--- config.mk ---
export PLATFORM = sky130hd
export DESIGN_NAME = asq_sequencer
export DESIGN_NICKNAME = d
export VERILOG_FILES = /design/src/asq_pkg.sv /design/src/asq_fifo_if.sv /design/src/asq_fifo.sv /design/src/asq_sequencer.sv
export SDC_FILE = /design/constraint.sdc
export NUM_CORES = 1
export LEC_CHECK = 0
export BUFFER_PORTS_ARGS = -buffer_cell sky130_fd_sc_hd__buf_2
export CORE_MARGIN = 3
export CORE_UTILIZATION = 39
export CTS_BUF_LIST = sky130_fd_sc_hd__clkbuf_8
export CTS_CLUSTER_DIAMETER = 80
export DETAILED_ROUTE_END_ITERATION = 8
export GPL_ROUTABILITY_DRIVEN = 0
export PLACE_DENSITY_LB_ADDON = 0.05
export SETUP_SLACK_MARGIN = 0.4
export SYNTH_ARGS = -nofsm -noshare
export SYNTH_HDL_FRONTEND = slang
export SYNTH_SLANG_ARGS = --single-unit
export TNS_END_PERCENT = 50
--- constraint.sdc ---
create_clock -name mclk -period 4.6 [get_ports mclk]
set_clock_uncertainty 0.2 [all_clocks]
set_input_delay 0.23 -clock mclk [delete_from_list [all_inputs] [get_ports mclk]]
set_output_delay 0.23 -clock mclk [all_outputs]
set_load 0.1 [all_outputs]
--- src/asq_pkg.sv ---
// Package for the serial conversion sequencer: pin protocol counts and timing constants.
// Assumes a single 100 MHz system clock; all times are converted to cycle counts here.
`default_nettype none
package asq_pkg;
    // ==========================================
    // Clock
    localparam int CLK_MHZ         = 100;
    // ==========================================
    // Transfer shape
    localparam int RES_BITS        = 10;
    localparam int ADDR_BITS       = 4;
    localparam int MIN_CLKS        = 10;
    localparam int MAX_CLKS        = 16;
    localparam int ACQ_CLKS        = 6;
    localparam logic [4:0] ADDR_RISES    = 5'h04;
    localparam logic [4:0] ACQ_START_FALL = 5'h04;
    localparam logic [4:0] EOT_FALL      = 5'h0A;
    localparam logic [4:0] LONG_FALL     = 5'h10;
    // ==========================================
    // Times in their own units
    localparam int CONV_MAX_US     = 44;
    localparam int ABORT_WIN_US    = 9;
    localparam int RISE_GAP_NS     = 18500;
    // Longest times round down
    localparam int CONV_CYC        = CONV_MAX_US * CLK_MHZ;
    localparam int ABORT_WIN_CYC   = ABORT_WIN_US * CLK_MHZ;
    localparam int RISE_GAP_CYC    = (RISE_GAP_NS * CLK_MHZ) / 1000;
    // ==========================================
    // Sequencer states
    typedef enum logic [1:0] {SQ_IDLE, SQ_SHIFT, SQ_CONV} asq_state_t;
endpackage
`default_nettype wire

--- src/asq_fifo_if.sv ---
// Interface carrying results from the converter into the result FIFO and out again.
// Assumes both ends run on the same clock.
`default_nettype none
interface asq_fifo_if #(parameter int W = 10);
    logic         inValid;   // Producer has a word
    logic         inReady;   // FIFO can take it
    logic [W-1:0] inData;    // Word in
    logic         outValid;  // FIFO holds a word
    logic         outReady;  // Consumer takes it
    logic [W-1:0] outData;   // Word out
    modport fifo (input inValid, inData, outReady, output inReady, outValid, outData);
    modport user (output inValid, inData, outReady, input inReady, outValid, outData);
endinterface
`default_nettype wire

--- src/asq_fifo.sv ---
// Small synchronous FIFO with valid/ready on both sides.
// Assumes one clock and a synchronous active-low reset.
`default_nettype none
module asq_fifo #(
    parameter int W     = 10,
    parameter int DEPTH = 4
) (
    // Clock and reset
    input wire logic mclk,
    input wire logic rst_n,
    // Ports
    asq_fifo_if.fifo f
);
    localparam int AW = $clog2(DEPTH);
    initial if (DEPTH < 2 || (1 << AW) != DEPTH) $error("DEPTH must be a power of two");

    logic [W-1:0]  mem [DEPTH];   // Storage
    logic [AW:0]   wrPtr_r;       // Write pointer with wrap bit
    logic [AW:0]   rdPtr_r;       // Read pointer with wrap bit
    logic          doWr;
    logic          doRd;

    // Full when pointers differ only in wrap bit
    assign f.inReady  = (wrPtr_r ^ rdPtr_r) != {1'b1, {AW{1'b0}}};
    assign f.outValid = wrPtr_r != rdPtr_r;
    assign f.outData  = mem[rdPtr_r[AW-1:0]];
    assign doWr       = f.inValid && f.inReady;
    assign doRd       = f.outValid && f.outReady;

    // ==========================================
    // Pointer update
    always_ff @(posedge mclk)
    begin
        if (!rst_n)
        begin
            wrPtr_r <= '0;
            rdPtr_r <= '0;
        end
        else
        begin
            if (doWr)
                wrPtr_r <= wrPtr_r + 1'b1;
            if (doRd)
                rdPtr_r <= rdPtr_r + 1'b1;
        end
    end

    // Storage write, no reset needed on data
    always_ff @(posedge mclk)
    begin
        if (doWr)
            mem[wrPtr_r[AW-1:0]] <= f.inData;
    end
endmodule
`default_nettype wire

--- src/asq_sequencer.sv ---
// Serial interface and conversion sequencer of a 10-bit converter.
// Assumes the shift clock, chip select and data input arrive asynchronously;
// the analog comparator is modelled by a sample input taken at each step.
`default_nettype none
// What this block does
// - Transfers last ten to sixteen shift clocks
// - Six shift-clock acquisition window per transfer
// - Conversion finishes within 44 microseconds
// - Chip-select toggle within 9 us aborts
// - Chip-select edge accepted right after EOC
// - Sixteen-clock transfers are accepted
// - Result out MSB first, then low
// - Four address bits on first rises
// - EOC low at tenth fall, high when done
module asq_sequencer #(
    parameter int CONV_CYCLES  = asq_pkg::CONV_CYC,
    parameter int ABORT_CYCLES = asq_pkg::ABORT_WIN_CYC
) (
    // Clock and reset
    input  wire logic       mclk,
    input  wire logic       rst_n,
    // Serial pins
    input  wire logic       sclk,
    input  wire logic       csN,
    input  wire logic       dataIn,
    output var  logic       dataOut,
    output var  logic       dataOutEn,
    output var  logic       eocOut,
    // Analog front end
    output var  logic [3:0] analogChannelSel,
    output var  logic       sampleEn,
    input  wire logic       cmpHigh,
    // Status
    output var  logic       syncLost
);
    initial if (CONV_CYCLES < 2*asq_pkg::RES_BITS || ABORT_CYCLES < 1)
        $error("Conversion or abort count too small");

    localparam int STEP_CYC = CONV_CYCLES / (asq_pkg::RES_BITS + 1);
    localparam int RG = asq_pkg::RISE_GAP_CYC;

    // ==========================================
    // Pin synchronisers
    logic [1:0] sclkS_r, csS_r, dinS_r;  // Two flops each
    logic       sclkD_r;                  // Previous synced clock
    logic       csD_r;                    // Previous synced select
    always_ff @(posedge mclk)
    begin
        if (!rst_n)
        begin
            sclkS_r <= 2'h0;
            csS_r   <= 2'h3;
            dinS_r  <= 2'h0;
            sclkD_r <= 1'b0;
            csD_r   <= 1'b1;
        end
        else
        begin
            sclkS_r <= {sclkS_r[0], sclk};
            csS_r   <= {csS_r[0], csN};
            dinS_r  <= {dinS_r[0], dataIn};
            sclkD_r <= sclkS_r[1];
            csD_r   <= csS_r[1];
        end
    end
    logic sRise, sFall, csFall, csLow;
    assign csLow  = !csS_r[1];
    assign sRise  = csLow && sclkS_r[1] && !sclkD_r;
    assign sFall  = csLow && !sclkS_r[1] && sclkD_r;
    assign csFall = !csS_r[1] && csD_r;

    // ==========================================
    // Result FIFO between converter and shift-out
    asq_fifo_if #(.W(asq_pkg::RES_BITS)) rq ();
    asq_fifo #(.W(asq_pkg::RES_BITS), .DEPTH(4)) uFifo (
        .mclk  (mclk),
        .rst_n (rst_n),
        .f     (rq.fifo)
    );

    asq_pkg::asq_state_t state_r;
    logic [4:0]  rises_r;                        // Rising edges this transfer
    logic [4:0]  falls_r;                        // Falling edges this transfer
    logic [3:0]  addr_r;                         // Address being shifted in
    logic [9:0]  shOut_r;                        // Result shift register
    logic [9:0]  result_r;                       // Output result register
    logic [9:0]  sar_r;                          // Approximation register
    logic [3:0]  bitIdx_r;                       // Current trial bit
    logic [15:0] stepCnt_r;                      // Cycles within a step
    logic [15:0] sinceTenth_r;                   // Cycles since tenth fall
    logic        riseSeen_r;                     // Rise after tenth fall
    logic        convDone;
    logic        tenthFall;                      // Tenth fall of a frame
    logic [9:0]  newRes;                         // Result of the final step

    // Pop at once: the same word is also kept in result_r for later frames
    assign rq.outReady = 1'b1;

    // ==========================================
    // Transfer counters and address capture
    always_ff @(posedge mclk)
    begin
        if (!rst_n || csS_r[1] || csFall)
        begin
            rises_r <= 5'h00;
            falls_r <= 5'h00;
            if (!rst_n)
                addr_r <= 4'h0;
        end
        else
        begin
            if (sRise && rises_r < asq_pkg::LONG_FALL)
                rises_r <= rises_r + 5'h01;
            if (sRise && rises_r < asq_pkg::ADDR_RISES)
                addr_r <= {addr_r[2:0], dinS_r[1]};
            if (sFall)
                falls_r <= (falls_r == asq_pkg::LONG_FALL - 5'h01) ? 5'h00
                         : falls_r + 5'h01;
            if (convDone && falls_r == asq_pkg::EOT_FALL)
            begin
                rises_r <= 5'h00;
                falls_r <= 5'h00;
            end
        end
    end

    // Output shift register and drive
    always_ff @(posedge mclk)
    begin
        if (!rst_n)
        begin
            shOut_r   <= 10'h000;
            dataOut   <= 1'b0;
            dataOutEn <= 1'b0;
        end
        else
        begin
            dataOutEn <= csLow;
            // Conversion end reloads only a frame parked at its end; the sixteenth
            // fall reloads only once no conversion is pending
            if (csFall || (rq.outValid && csLow && falls_r == 5'h00)
                || (sFall && falls_r == asq_pkg::LONG_FALL - 5'h01
                    && state_r != asq_pkg::SQ_CONV))
            begin
                shOut_r <= rq.outValid ? rq.outData : result_r;
                dataOut <= rq.outValid ? rq.outData[9] : result_r[9];
            end
            else if (sFall)
            begin
                shOut_r <= {shOut_r[8:0], 1'b0};
                dataOut <= (falls_r < asq_pkg::EOT_FALL - 5'h01) ? shOut_r[8] : 1'b0;
            end
        end
    end

    // ==========================================
    // Sequencer: acquisition, conversion, abort
    always_ff @(posedge mclk)
    begin
        if (!rst_n)
        begin
            state_r      <= asq_pkg::SQ_IDLE;
            sampleEn     <= 1'b0;
            eocOut       <= 1'b1;
            analogChannelSel <= 4'h0;
            sar_r        <= 10'h000;
            bitIdx_r     <= 4'h9;
            stepCnt_r    <= 16'h0000;
            result_r     <= 10'h000;
        end
        else
        begin
            unique case (state_r)
                asq_pkg::SQ_IDLE, asq_pkg::SQ_SHIFT:
                begin
                    // A released select ends any acquisition, even in a cut frame
                    if (!csLow)
                        sampleEn <= 1'b0;
                    if (sFall && falls_r == asq_pkg::ACQ_START_FALL - 5'h01)
                    begin
                        analogChannelSel <= addr_r;
                        sampleEn <= 1'b1;
                    end
                    if (sFall && falls_r == asq_pkg::EOT_FALL - 5'h01)
                    begin
                        sampleEn     <= 1'b0;
                        eocOut       <= 1'b0;
                        state_r      <= asq_pkg::SQ_CONV;
                        sar_r        <= 10'h200;
                        bitIdx_r     <= 4'h9;
                        stepCnt_r    <= 16'h0000;
                    end
                    else if (sRise)
                        state_r <= asq_pkg::SQ_SHIFT;
                end
                asq_pkg::SQ_CONV:
                begin
                    if (csFall && sinceTenth_r < 16'(ABORT_CYCLES))
                    begin
                        state_r  <= asq_pkg::SQ_IDLE;
                        eocOut   <= 1'b1;
                    end
                    else if (stepCnt_r == 16'(STEP_CYC - 1))
                    begin
                        stepCnt_r <= 16'h0000;
                        if (!cmpHigh)
                            sar_r[bitIdx_r] <= 1'b0;
                        if (bitIdx_r == 4'h0)
                        begin
                            result_r <= newRes;
                            eocOut   <= 1'b1;
                            state_r  <= asq_pkg::SQ_IDLE;
                        end
                        else
                        begin
                            bitIdx_r <= bitIdx_r - 4'h1;
                            sar_r[bitIdx_r - 4'h1] <= 1'b1;
                        end
                    end
                    else
                        stepCnt_r <= stepCnt_r + 16'h0001;
                end
            endcase
        end
    end
    assign convDone = state_r == asq_pkg::SQ_CONV && stepCnt_r == 16'(STEP_CYC - 1)
                    && bitIdx_r == 4'h0 && !csFall;

    // Results also queue through the FIFO to reach the shift register
    assign newRes     = {sar_r[9:1], cmpHigh ? sar_r[0] : 1'b0};
    assign rq.inValid = convDone;
    assign rq.inData  = newRes;
    assign tenthFall  = sFall && falls_r == asq_pkg::EOT_FALL - 5'h01;

    // ==========================================
    // Rise watch: a first rise later than the limit after the tenth fall means
    // the host lost step. Limitation: a held-select ten-clock host with a parked
    // clock raises it too, so the flag is advisory and cleared by reselect.
    always_ff @(posedge mclk)
    begin
        if (!rst_n)
        begin
            sinceTenth_r <= 16'h0000;
            riseSeen_r   <= 1'b1;
            syncLost     <= 1'b0;
        end
        else
        begin
            // Saturating age of the last tenth fall, also read by the abort window
            if (tenthFall)
                sinceTenth_r <= 16'h0000;
            else if (sinceTenth_r != 16'hFFFF)
                sinceTenth_r <= sinceTenth_r + 16'h0001;
            // A rise is owed from the tenth fall until it comes or select lifts
            if (tenthFall)
                riseSeen_r <= 1'b0;
            else if (!csLow || sRise)
                riseSeen_r <= 1'b1;
            // Reselect clears; a late rise in the same cycle wins
            if (csFall)
                syncLost <= 1'b0;
            if (sRise && !riseSeen_r && sinceTenth_r > 16'(RG))
                syncLost <= 1'b1;
        end
    end
endmodule
`default_nettype wire

==> results of run 1 <==
-- power by group through the flow --
stage / clock network, uW / logic (uW) / registers, uW
5_1_grt: 1070 / 167 / 1380
6_report: 979 / 153 / 1370
2_1_floorplan: 0 / 127 / 1390
3_5_place_dp: 0 / 154 / 1410
4_1_cts: 1020 / 157 / 1380
3_3_place_gp: 0 / 154 / 1410
-- worst min path at each step --
stage | end | depth (start not counted) | startpoint | slack, ns
floorplan | csS_r[0] | 1 | csN | 0.13
global placement | csS_r[1] | 1 | csS_r[0] | 0.20
detailed placement | csS_r[1] | 1 | csS_r[0] | 0.20
CTS | sar_r[8] | 3 | cmpHigh | 0.006
global route | sar_r[8] | 3 | cmpHigh | 0.03
finish | sar_r[8] | 3 | cmpHigh | 0.05
-- stage by stage --
stage / cells / hold slack [ns]
finish: 898 / 0.04514
global route: 898 / 0.03235
CTS: 898 / 0.005507
detailed placement: 863 / 0.2041
global placement: 863 / 0.1953
floorplan: 659 / 0.1315
-- layout make-up --
cell class	count	area, um^2	share of cell area, %
well taps	220	275.3	3.725
repair buffers	23	145.1	1.964
multi-input cells	460	3138	42.47
clock buffers	18	247.7	3.353
clock inverters	14	140.1	1.896
inverters	16	60.06	0.8127
flip-flops and latches	147	3383	45.78
-- state kept, by name, summed over array words and instances, names as in the netlist, 4 cells and up, named ones only --
name              cells
shOut_r               9
addr_r                4
rises_r               5
analogChannelSel      4
stepCnt_r            16
result_r             10
sinceTenth_r         16
uFifo.mem            40
bitIdx_r              4
sar_r                10
falls_r               5
-- cell families after synthesis --
group,after synthesis,share of synthesized area (%)
compound gates,127,13.30
xor+xnor,22,2.840
fa+ha+maj,19,3.504
mux,30,6.437
buf+inv,52,3.873
flops,147,49.87
simple gates,262,20.18
-- worst max-delay path: cells and delay by family, from the launching register on --
family	cells	cell delay, ns
AND/OR/NAND/NOR	2	1.23
flip-flops	1	0.35
AO/OA/AOI/OAI	3	1.39
-- cell usage after synthesis (all sizes together) (4+ instances only) --
cell	instances
o21ai	29
nand4	9
ha	19
nor3	9
edfxtp	44
inv	16
and3	10
mux2i	11
or4	12
nor2	69
o211ai	6
nand3	32
or2	5
mux2	9
xnor2	5
buf	9
and2	17
a311oi	10
clkbuf	27
xor2	17
a211oi	4
and4	4
or3	10
o2bb2ai	4
dfxtp	103
mux4	10
o31ai	9
nor2b	6
nand2b	4
a21oi	31
nand2	57
-- per-layer routing --
metal / global-route usage, % / up-vias / routed length [um]
met2: 26.82 / 68 / 7071
li1: - / 2428 / -
met3: 4.173 / 13 / 454
met5: 0 / - / 0
met4: 4.830 / 0 / 157
met1: 22.48 / 2399 / 7254
==> run summary, run 1 <==
Setup TNS Final -> 0 ns
Seq/Total Area, Yosys -> 49.87%
Sw Pwr -> 598.4 uW
cell area after layout -> 7390 um^2
commonest cells after routing, fill and taps aside -> dfxtp_1 (103), nor2_1 (69), nand2_1 (57)
Placed Area -> 6972 um^2
Crit-path slowest cell -> or4_2
Syn Nets -> 684
most common cell after layout, fill and taps aside -> dfxtp_1
crit end category -> register
post-synthesis register bit count -> 147
largest net degree at the start of global routing -> 43
Startpoint Class -> register
total track usage -> 16.71%
setup bufs post-CTS -> 0
vias in the first global route -> 4754
clock network power share -> 39.0%
Antenna diodes -> 0
Worst Setup Slack post-DPL -> 1.346 ns
worst r2r src -> sinceTenth_r[11]
DP HPWL -> 10.29 mm
Worst slew margin -> 25.36%
power per standard cell area -> 339.2 nW/um^2
Die ar. -> 19010 um^2
initial antenna violation count -> 0
fill count -> 1659
maxcap violations -> 0
total number of vias -> 4908
Antenna Nets Post-Route -> 0
ys async rst share -> 0%
Syn Area/Cell -> 10.29 um^2
status -> completed
cell-internal power -> 1908 uW
crit-path cells -> or4_2 > nor4_4 > a31o_2 > o21ai_1 > a21oi_1
Root Buffer -> clkbuf_8
Core Region -> 16820 um^2
clk buf depth -> 2
worst setup path end -> stepCnt_r[11]
Wirelength per Cell -> 16.63 um
Most used DFF post-synth -> dfxtp_1
Final Hold Viols -> 0
layout cells sized above 1 -> 13.42%
H-Tree Depth -> 4
die width -> 137.9 um
CTS clk-pin slew, worst paths -> 0.08 ns
final total power -> 2507 uW
Max FO, Critical Path -> 33
CP startpoint -> sinceTenth_r[11]
CTS sink count -> 147
Post-synth EDFFs -> 44
Crit Path Class -> reg2reg
Synth area leader -> dfxtp_1
Seq pwr share -> 54.8%
WP data required -> 4.77 ns
synth-to-layout area growth -> 8.927%
CTS Buf Count -> 17
# IOs -> 15
Hold Buf Count CTS -> 3
Worst Hold Class -> in2reg
VDD IR max -> 0.2045 mV
Post-Syn Instances -> 659
Synth area leaders -> dfxtp_1 (30%), edfxtp_1 (19%), nor2_1 (3.8%)
aggregate routed wire length -> 14.94 mm
site row count -> 47
PortBufs -> 14
Initial DRT Pass Iterations -> 5
R2R depth -> 5
Final Max Slew Viols -> 0
crit path DAT -> 3.44 ns
worst reg-to-reg setup slack -> 1.33 ns
CTS tree -> done
Clk Latency, worst-skew pair -> 0.45 ns
slowest cell delay on critical path -> 0.73 ns
Final setup violation count -> 0
Yosys cell types -> 69
fmax -> 0.3062 GHz
PnR worst setup slack -> 1.334 ns
gr ovfl total -> 0
Ys Warns -> 0
starting density of the core -> 40.34%
First DRT Iteration DRCs -> 333
static leakage power -> 0.002506 uW
Comb pwr share -> 6.1%
DRC viols -> 0
Layout Utilization -> 43.94%
RSZ-0062 raised after global routing -> false
Net Sw Frac -> 23.87%
post-synthesis cell area -> 6784 um^2
min Tclk post-route -> 3.266 ns
reg2reg end -> stepCnt_r[11]
first-pass GRT wire length -> 24.73 mm
worst-margin pin slew -> 1.120 ns
Die Ht -> 137.9 um
Via density -> 5.465
Final nets -> 690
post-cts sizing count -> 0
Final Cycle Share -> 71.00%
share of the synthesized area in the top cell type -> 30.39%
(Power assumes the default switching activity.)
==> run 2: changes to the inputs <==
==> constraint.sdc (replaced) <==
create_clock -name mclk -period 3.1 [get_ports mclk]
set_clock_uncertainty 0.2 [all_clocks]
set_input_delay 0.155 -clock mclk [delete_from_list [all_inputs] [get_ports mclk]]
set_output_delay 0.155 -clock mclk [all_outputs]
set_load 0.1 [all_outputs]
==> run summary, run 2 (synthesized netlist as in run 1, its figures left out) <==
Initial DRT Pass Iterations -> 5 (unchanged)
Max FO, Critical Path -> 5 (-85%)
cell-internal power -> 2751 uW (+44%)
Clk Latency, worst-skew pair -> 0.45 ns (about the same)
fill count -> 1680 (+1.3%)
Final Max Slew Viols -> 0 (unchanged)
R2R depth -> 6 (+1)
WHS Endpoint -> csS_r[1]
dpl cells -> 876 (+1.5%)
Layout Utilization -> 44.80% (+0.86 points)
reg2reg end -> bitIdx_r[1]
Worst slew margin -> 53.81% (+28 points)
Final Cycle Share -> 86.59% (+16 points)
Startpoint Class -> register
Comb pwr share -> 6.4% (+0.3 points)
first-pass GRT wire length -> 25.21 mm (+2.0%)
Crit Path Class -> reg2reg
most common cell after layout, fill and taps aside -> dfxtp_1
Die Ht -> 137.9 um (unchanged)
First DRT Iteration DRCs -> 194 (-42%)
Finished Layout Cells -> 915 (+1.9%)
Worst Setup Slack post-DPL -> 0.3399 ns (-1.006 ns)
min Tclk post-route -> 2.684 ns (-0.5817 ns)
maxcap violations -> 0 (unchanged)
Worst Hold Class -> reg2reg
gr ovfl total -> 0 (unchanged)
Wirelength per Cell -> 16.78 um (+0.89%)
worst r2r src -> stepCnt_r[11]
CTS tree -> done
largest net degree at the start of global routing -> 42 (-2.3%)
layout cells sized above 1 -> 16.12% (+2.7 points)
worst-margin pin slew -> 0.6928 ns (-0.4268 ns)
clk buf depth -> 2 (unchanged)
CTS sink count -> 147 (unchanged)
Seq pwr share -> 55.4% (+0.6 points)
status -> completed
Root Buffer -> clkbuf_8
Net Sw Frac -> 25.19% (+1.3 points)
source of the worst hold timing path -> csS_r[0]
# IOs -> 15 (unchanged)
fmax -> 0.3725 GHz (+22%)
VDD IR max -> 0.2431 mV (+19%)
RSZ-0062 raised after global routing -> true
Final Hold Viols -> 0 (unchanged)
synth-to-layout area growth -> 11.07%
Final nets -> 707 (+2.5%)
clock network power share -> 38.2% (-0.8 points)
power per standard cell area -> 488.0 nW/um^2 (+44%)
worst reg-to-reg setup slack -> 0.42 ns (-0.92 ns)
Sw Pwr -> 926.0 uW (+55%)
crit path DAT -> 2.81 ns (-0.63 ns)
CTS Buf Count -> 17 (unchanged)
PnR worst setup slack -> 0.4157 ns (-0.9183 ns)
total track usage -> 17.16% (+0.45 points)
vias in the first global route -> 4775 (+0.44%)
Core Region -> 16820 um^2 (unchanged)
site row count -> 47 (unchanged)
die width -> 137.9 um (unchanged)
Final setup violation count -> 0 (unchanged)
commonest cells after routing, fill and taps aside -> dfxtp_1 (103), nor2_1 (69), nand2_1 (57)
worst hold slack -> 0.2208 ns (+0.1757 ns)
Die ar. -> 19010 um^2 (unchanged)
static leakage power -> 0.002576 uW (+2.8%)
DP HPWL -> 10.75 mm (+4.6%)
Antenna diodes -> 0 (unchanged)
CTS clk-pin slew, worst paths -> 0.08 ns (about the same)
aggregate routed wire length -> 15.36 mm (+2.8%)
total number of vias -> 4940 (+0.65%)
Setup TNS Final -> 0 ns (unchanged)
Antenna Nets Post-Route -> 0 (unchanged)
initial antenna violation count -> 1 (+1)
hold depth -> 1 (-2)
Via density -> 5.399 (-1.2%)
crit end category -> register
PortBufs -> 14 (unchanged)
Largest register FFs -> 40 (unchanged)
DRC viols -> 0 (unchanged)
WP data required -> 3.23 ns (-1.54 ns)
H-Tree Depth -> 4 (unchanged)
starting density of the core -> 40.34% (unchanged)
run 2: changes by cell type in the layout (fill, tap and decap cells not counted), sizes merged:
cell,previous run,this run
buf,20,35
inv,19,23
clkinv,6,3
dlygate4sd3,3,5
bufinv,2,1
clkbuf,18,17
clkinvlp,3,4
run 2: worst max-delay path by stage:
| stage | start | to | slack, ns | cells after the start |
|---|---|---|---|---|
| final | stepCnt_r[11] | bitIdx_r[1] | 0.42 | 6 |
| after global routing | stepCnt_r[11] | sar_r[1] | 0.30 | 6 |
| after CTS | stepCnt_r[11] | uFifo.mem[0][5] | 0.39 | 4 |
| after detailed placement | stepCnt_r[5] | falls_r[3] | 0.34 | 5 |
| after global placement | stepCnt_r[11] | result_r[0] | 0.38 | 6 |
| after floorplan | stepCnt_r[5] | uFifo.mem[3][0] | 0.43 | 5 |
run 2: routing by layer:
layer  wire length [um]  GRT usage [%]  vias to the layer above  share of wire (%)
met2               7327          27.06                       63                 48
met1               7299          23.44                     2395                 48
li1                   -              -                     2463                  -
met4                150          5.104                        2               0.98
met3                565          4.245                       17                3.7
met5                 13              0                        -              0.085
run 2: cell type report:
class | count | area, um^2 | share of cell area [%]
clock buffer | 17 | 234.0 | 3.105
clock inverter | 15 | 135.1 | 1.793
inverter | 16 | 60.06 | 0.7971
multi-input combinational | 460 | 3166 | 42.01
sequential | 147 | 3383 | 44.90
tap | 220 | 275.3 | 3.653
timing repair buffer | 40 | 281.5 | 3.736
run 2: power groups by stage:
stage | logic [uW] | registers (uW) | clock network (uW)
after floorplan | 188 | 2060 | 0
after detailed placement | 234 | 2080 | 0
after global routing | 259 | 2050 | 1540
final | 236 | 2040 | 1400
after CTS | 240 | 2040 | 1460
after global placement | 234 | 2080 | 0
run 2: worst max-delay path, cell delays in order, from the launching register on:
cell	delay, ns
dfxtp_1	0.34
or4_1	0.57
or4_4	0.62
buf_4	0.19
a21oi_1	0.27
a311oi_2	0.20
o2bb2ai_1	0.17
run 2: through the flow:
step | instance area, um^2 | power (uW)
3_3_place_gp | 7076 | 2317
4_1_cts | 7516 | 3738
2_1_floorplan | 6790 | 2251
5_1_grt | 7535 | 3851
3_5_place_dp | 7076 | 2318
6_report | 7535 | 3677
run 2: what timing repair did:
action | in CTS | in global routing
setup buffers | 2 | 0
setup endpoints to repair | 35 | 51
endpoints found under the hold margin | 10 | 0
pin swaps | 2 | 0
gates resized for setup | 3 | 5
hold buffers | 5 | 0
==> run 3: changes to the inputs <==
--- a/config.mk
+++ b/config.mk
@@ -5,6 +5,7 @@
 export SDC_FILE = /design/constraint.sdc
 export NUM_CORES = 1
 export LEC_CHECK = 0
+export ABC_AREA = 1
 export BUFFER_PORTS_ARGS = -buffer_cell sky130_fd_sc_hd__buf_2
 export CORE_MARGIN = 3
 export CORE_UTILIZATION = 39
@@ -12,6 +13,8 @@
 export CTS_CLUSTER_DIAMETER = 80
 export DETAILED_ROUTE_END_ITERATION = 8
 export GPL_ROUTABILITY_DRIVEN = 0
+export HOLD_SLACK_MARGIN = 0.12
+export MAX_ROUTING_LAYER = met4
 export PLACE_DENSITY_LB_ADDON = 0.05
 export SETUP_SLACK_MARGIN = 0.4
 export SYNTH_ARGS = -nofsm -noshare
==> run summary, run 3 <==
# IOs -> 15 (unchanged)
commonest cells after routing, fill and taps aside -> nand2_1 (266), nor2_1 (167), dfxtp_1 (103)
total track usage -> 19.60% (+2.4 points)
gr ovfl total -> 0 (unchanged)
First DRT Iteration DRCs -> 328 (+69%)
DRC viols -> 0 (unchanged)
post-synthesis register bit count -> 147 (unchanged)
most common cell after layout, fill and taps aside -> nand2_1
status -> completed
Final Hold Viols -> 0 (unchanged)
final total power -> 4368 uW (+19%)
vias in the first global route -> 5774 (+21%)
post-synthesis cell area -> 7234 um^2 (+6.6%)
Seq/Total Area, Yosys -> 46.77% (-3.1 points)
Clk Latency, worst-skew pair -> 0.45 ns (about the same)
aggregate routed wire length -> 18.15 mm (+18%)
min Tclk post-route -> 2.444 ns (-0.2400 ns)
Wirelength per Cell -> 14.52 um (-13%)
fmax -> 0.4091 GHz (+9.8%)
Initial DRT Pass Iterations -> 4 (-1)
most common cell in the netlist -> nand2_1
CTS clk-pin slew, worst paths -> 0.09 ns (about the same)
Crit Path Class -> reg2reg
crit path DAT -> 2.42 ns (-0.39 ns)
largest net degree at the start of global routing -> 35 (-17%)
Worst Hold Class -> reg2reg
Core Region -> 18090 um^2 (+7.5%)
Ys Warns -> 0 (unchanged)
Post-Syn Instances -> 984 (+49%)
synth-to-layout area growth -> 11.31%
Syn Nets -> 1009 (+48%)
Largest register FFs -> 40 (unchanged)
Antenna Nets Post-Route -> 0 (unchanged)
Via density -> 4.884 (-9.5%)
Final Max Slew Viols -> 0 (unchanged)
site row count -> 49 (+4.3%)
H-Tree Depth -> 4 (unchanged)
RSZ-0062 raised after global routing -> false
DP HPWL -> 12.85 mm (+19%)
hold depth -> 1 (unchanged)
PortBufs -> 14 (unchanged)
Root Buffer -> clkbuf_8
worst reg-to-reg setup slack -> 0.66 ns (+0.24 ns)
worst-margin pin slew -> 0.6290 ns (-0.06382 ns)
Max FO, Critical Path -> 10 (+5)
starting density of the core -> 40.00% (-0.34 points)
Die Ht -> 142.2 um (+3.1%)
power per standard cell area -> 542.4 nW/um^2 (+11%)
CTS tree -> done
worst hold slack -> 0.2168 ns (-0.003995 ns)
initial antenna violation count -> 0 (-1)
Worst Setup Slack post-DPL -> 0.5376 ns (+0.1977 ns)
ys async rst share -> 0% (unchanged)
Synth area leaders -> dfxtp_1 (29%), edfxtp_1 (18%), nand2_1 (14%)
reg2reg end -> uFifo.mem[2][7]
maxcap violations -> 0 (unchanged)
Final nets -> 1033 (+46%)
clk buf depth -> 2 (unchanged)
Post-synth EDFFs -> 44 (unchanged)
crit end category -> register
die width -> 142.2 um (+3.1%)
WP data required -> 3.07 ns (-0.16 ns)
Syn Area/Cell -> 7.352 um^2 (-29%)
total number of vias -> 6105 (+24%)
CTS sink count -> 147 (unchanged)
Most used DFF post-synth -> dfxtp_1
source of the worst hold timing path -> csS_r[0]
Worst slew margin -> 58.02% (+4.2 points)
R2R depth -> 8 (+2)
Final Cycle Share -> 78.85% (-7.7 points)
Final setup violation count -> 0 (unchanged)
setup bufs post-CTS -> 0 (-2)
layout cells sized above 1 -> 7.933% (-8.2 points)
share of the synthesized area in the top cell type -> 28.50% (-1.9 points)
Antenna diodes -> 0 (unchanged)
CTS Buf Count -> 17 (unchanged)
first-pass GRT wire length -> 30.26 mm (+20%)
Setup TNS Final -> 0 ns (unchanged)
Synth top cells by count -> nand2_1 (266), nor2_1 (167), dfxtp_1 (103)
Startpoint Class -> register
Synth area leader -> dfxtp_1
PnR worst setup slack -> 0.6556 ns (+0.2400 ns)
VDD IR max -> 0.2483 mV (+2.2%)
worst r2r src -> stepCnt_r[0]
WHS Endpoint -> csS_r[1]
Yosys cell types -> 38 (-45%)
Die ar. -> 20220 um^2 (+6.3%)
static leakage power -> 0.003259 uW (+26%)
-- run 3: cell count changes after synthesis, moves of 9 or more --
cell	delta
o21ai_0	+22
a311oi_1	-10
xor2_1	-12
or3_1	-9
and2_1	-16
nand3_1	+58
nand2_1	+209
mux2_2	-9
inv_1	+85
mux4_2	-10
nor2_1	+98
mux2i_1	-11
and3_1	-10
-- run 3: logic make-up (layout without fill, tap and decap cells) --
logic type / Yosys count / after routing / synth area share (%)
buf+inv: 130 / 167 / 7.177
simple gates: 579 / 579 / 34.17
compound gates: 99 / 99 / 7.385
flops: 147 / 147 / 46.77
fa+ha+maj: 19 / 19 / 3.286
xor+xnor: 10 / 10 / 1.211
-- run 3: worst max-delay path: stages, from the launching register on --
cell and delay (ns):
dfxtp_1 0.44, ha_1 0.28, nand3_1 0.21, nor2_1 0.23
nand3_1 0.15, nor2_4 0.18, nand2_1 0.15, nor2_1 0.12
buf_4 0.20
-- run 3: routing by layer --
metal	track usage [%]	up-vias	wire length (um)
li1	-	3211	-
met1	27.59	2773	9384
met2	28.77	100	7864
met3	3.091	21	565
met4	6.667	0	338
met5	-	-	0
-- run 3: how the worst max path moves through the flow --
stage / from / endpoint / depth (start not counted) / slack [ns]
4_1_cts: stepCnt_r[0] / uFifo.mem[3][6] / 7 / 0.53
3_3_place_gp: bitIdx_r[0] / uFifo.mem[3][6] / 8 / 0.66
5_1_grt: stepCnt_r[0] / result_r[3] / 8 / 0.41
6_report: stepCnt_r[0] / uFifo.mem[2][7] / 8 / 0.66
2_1_floorplan: bitIdx_r[0] / uFifo.mem[0][0] / 8 / 0.70
3_5_place_dp: stepCnt_r[0] / uFifo.mem[3][6] / 7 / 0.54
-- run 3: metrics by stage --
| stage | util [%] | std cells | area (um^2) |
|---|---|---|---|
| floorplan | - | 984 | 7234 |
| global placement | 41.69 | 1211 | 7541 |
| detailed placement | 41.69 | 1211 | 7541 |
| CTS | 44.48 | 1250 | 8044 |
| global route | 44.52 | 1250 | 8053 |
| finish | 44.52 | 1250 | 8053 |
-- run 3: power by group --
part | switching, uW | total, uW | internal, uW
sequential | 47.0 | 2060 | 2020
clock | 787 | 1640 | 854
combinational | 484 | 665 | 181
-- run 3: final cells by class --
type	count	area [um^2]
Inverter	103	390.4
Timing Repair Buffer	32	222.7
Fill cell	1902	10030
Clock buffer	19	261.5
Tap cell	229	286.5
Sequential cell	147	3383
Multi-Input combinational cell	707	3337
Clock inverter	13	171.4
-- run 3: repair_timing --
| action | in CTS | in global routing |
|---|---|---|
| hold buffers | 7 | 0 |
| gates resized for setup | 0 | 2 |
| setup endpoints to repair | 0 | 40 |
| hold endpoints to repair | 72 | 0 |
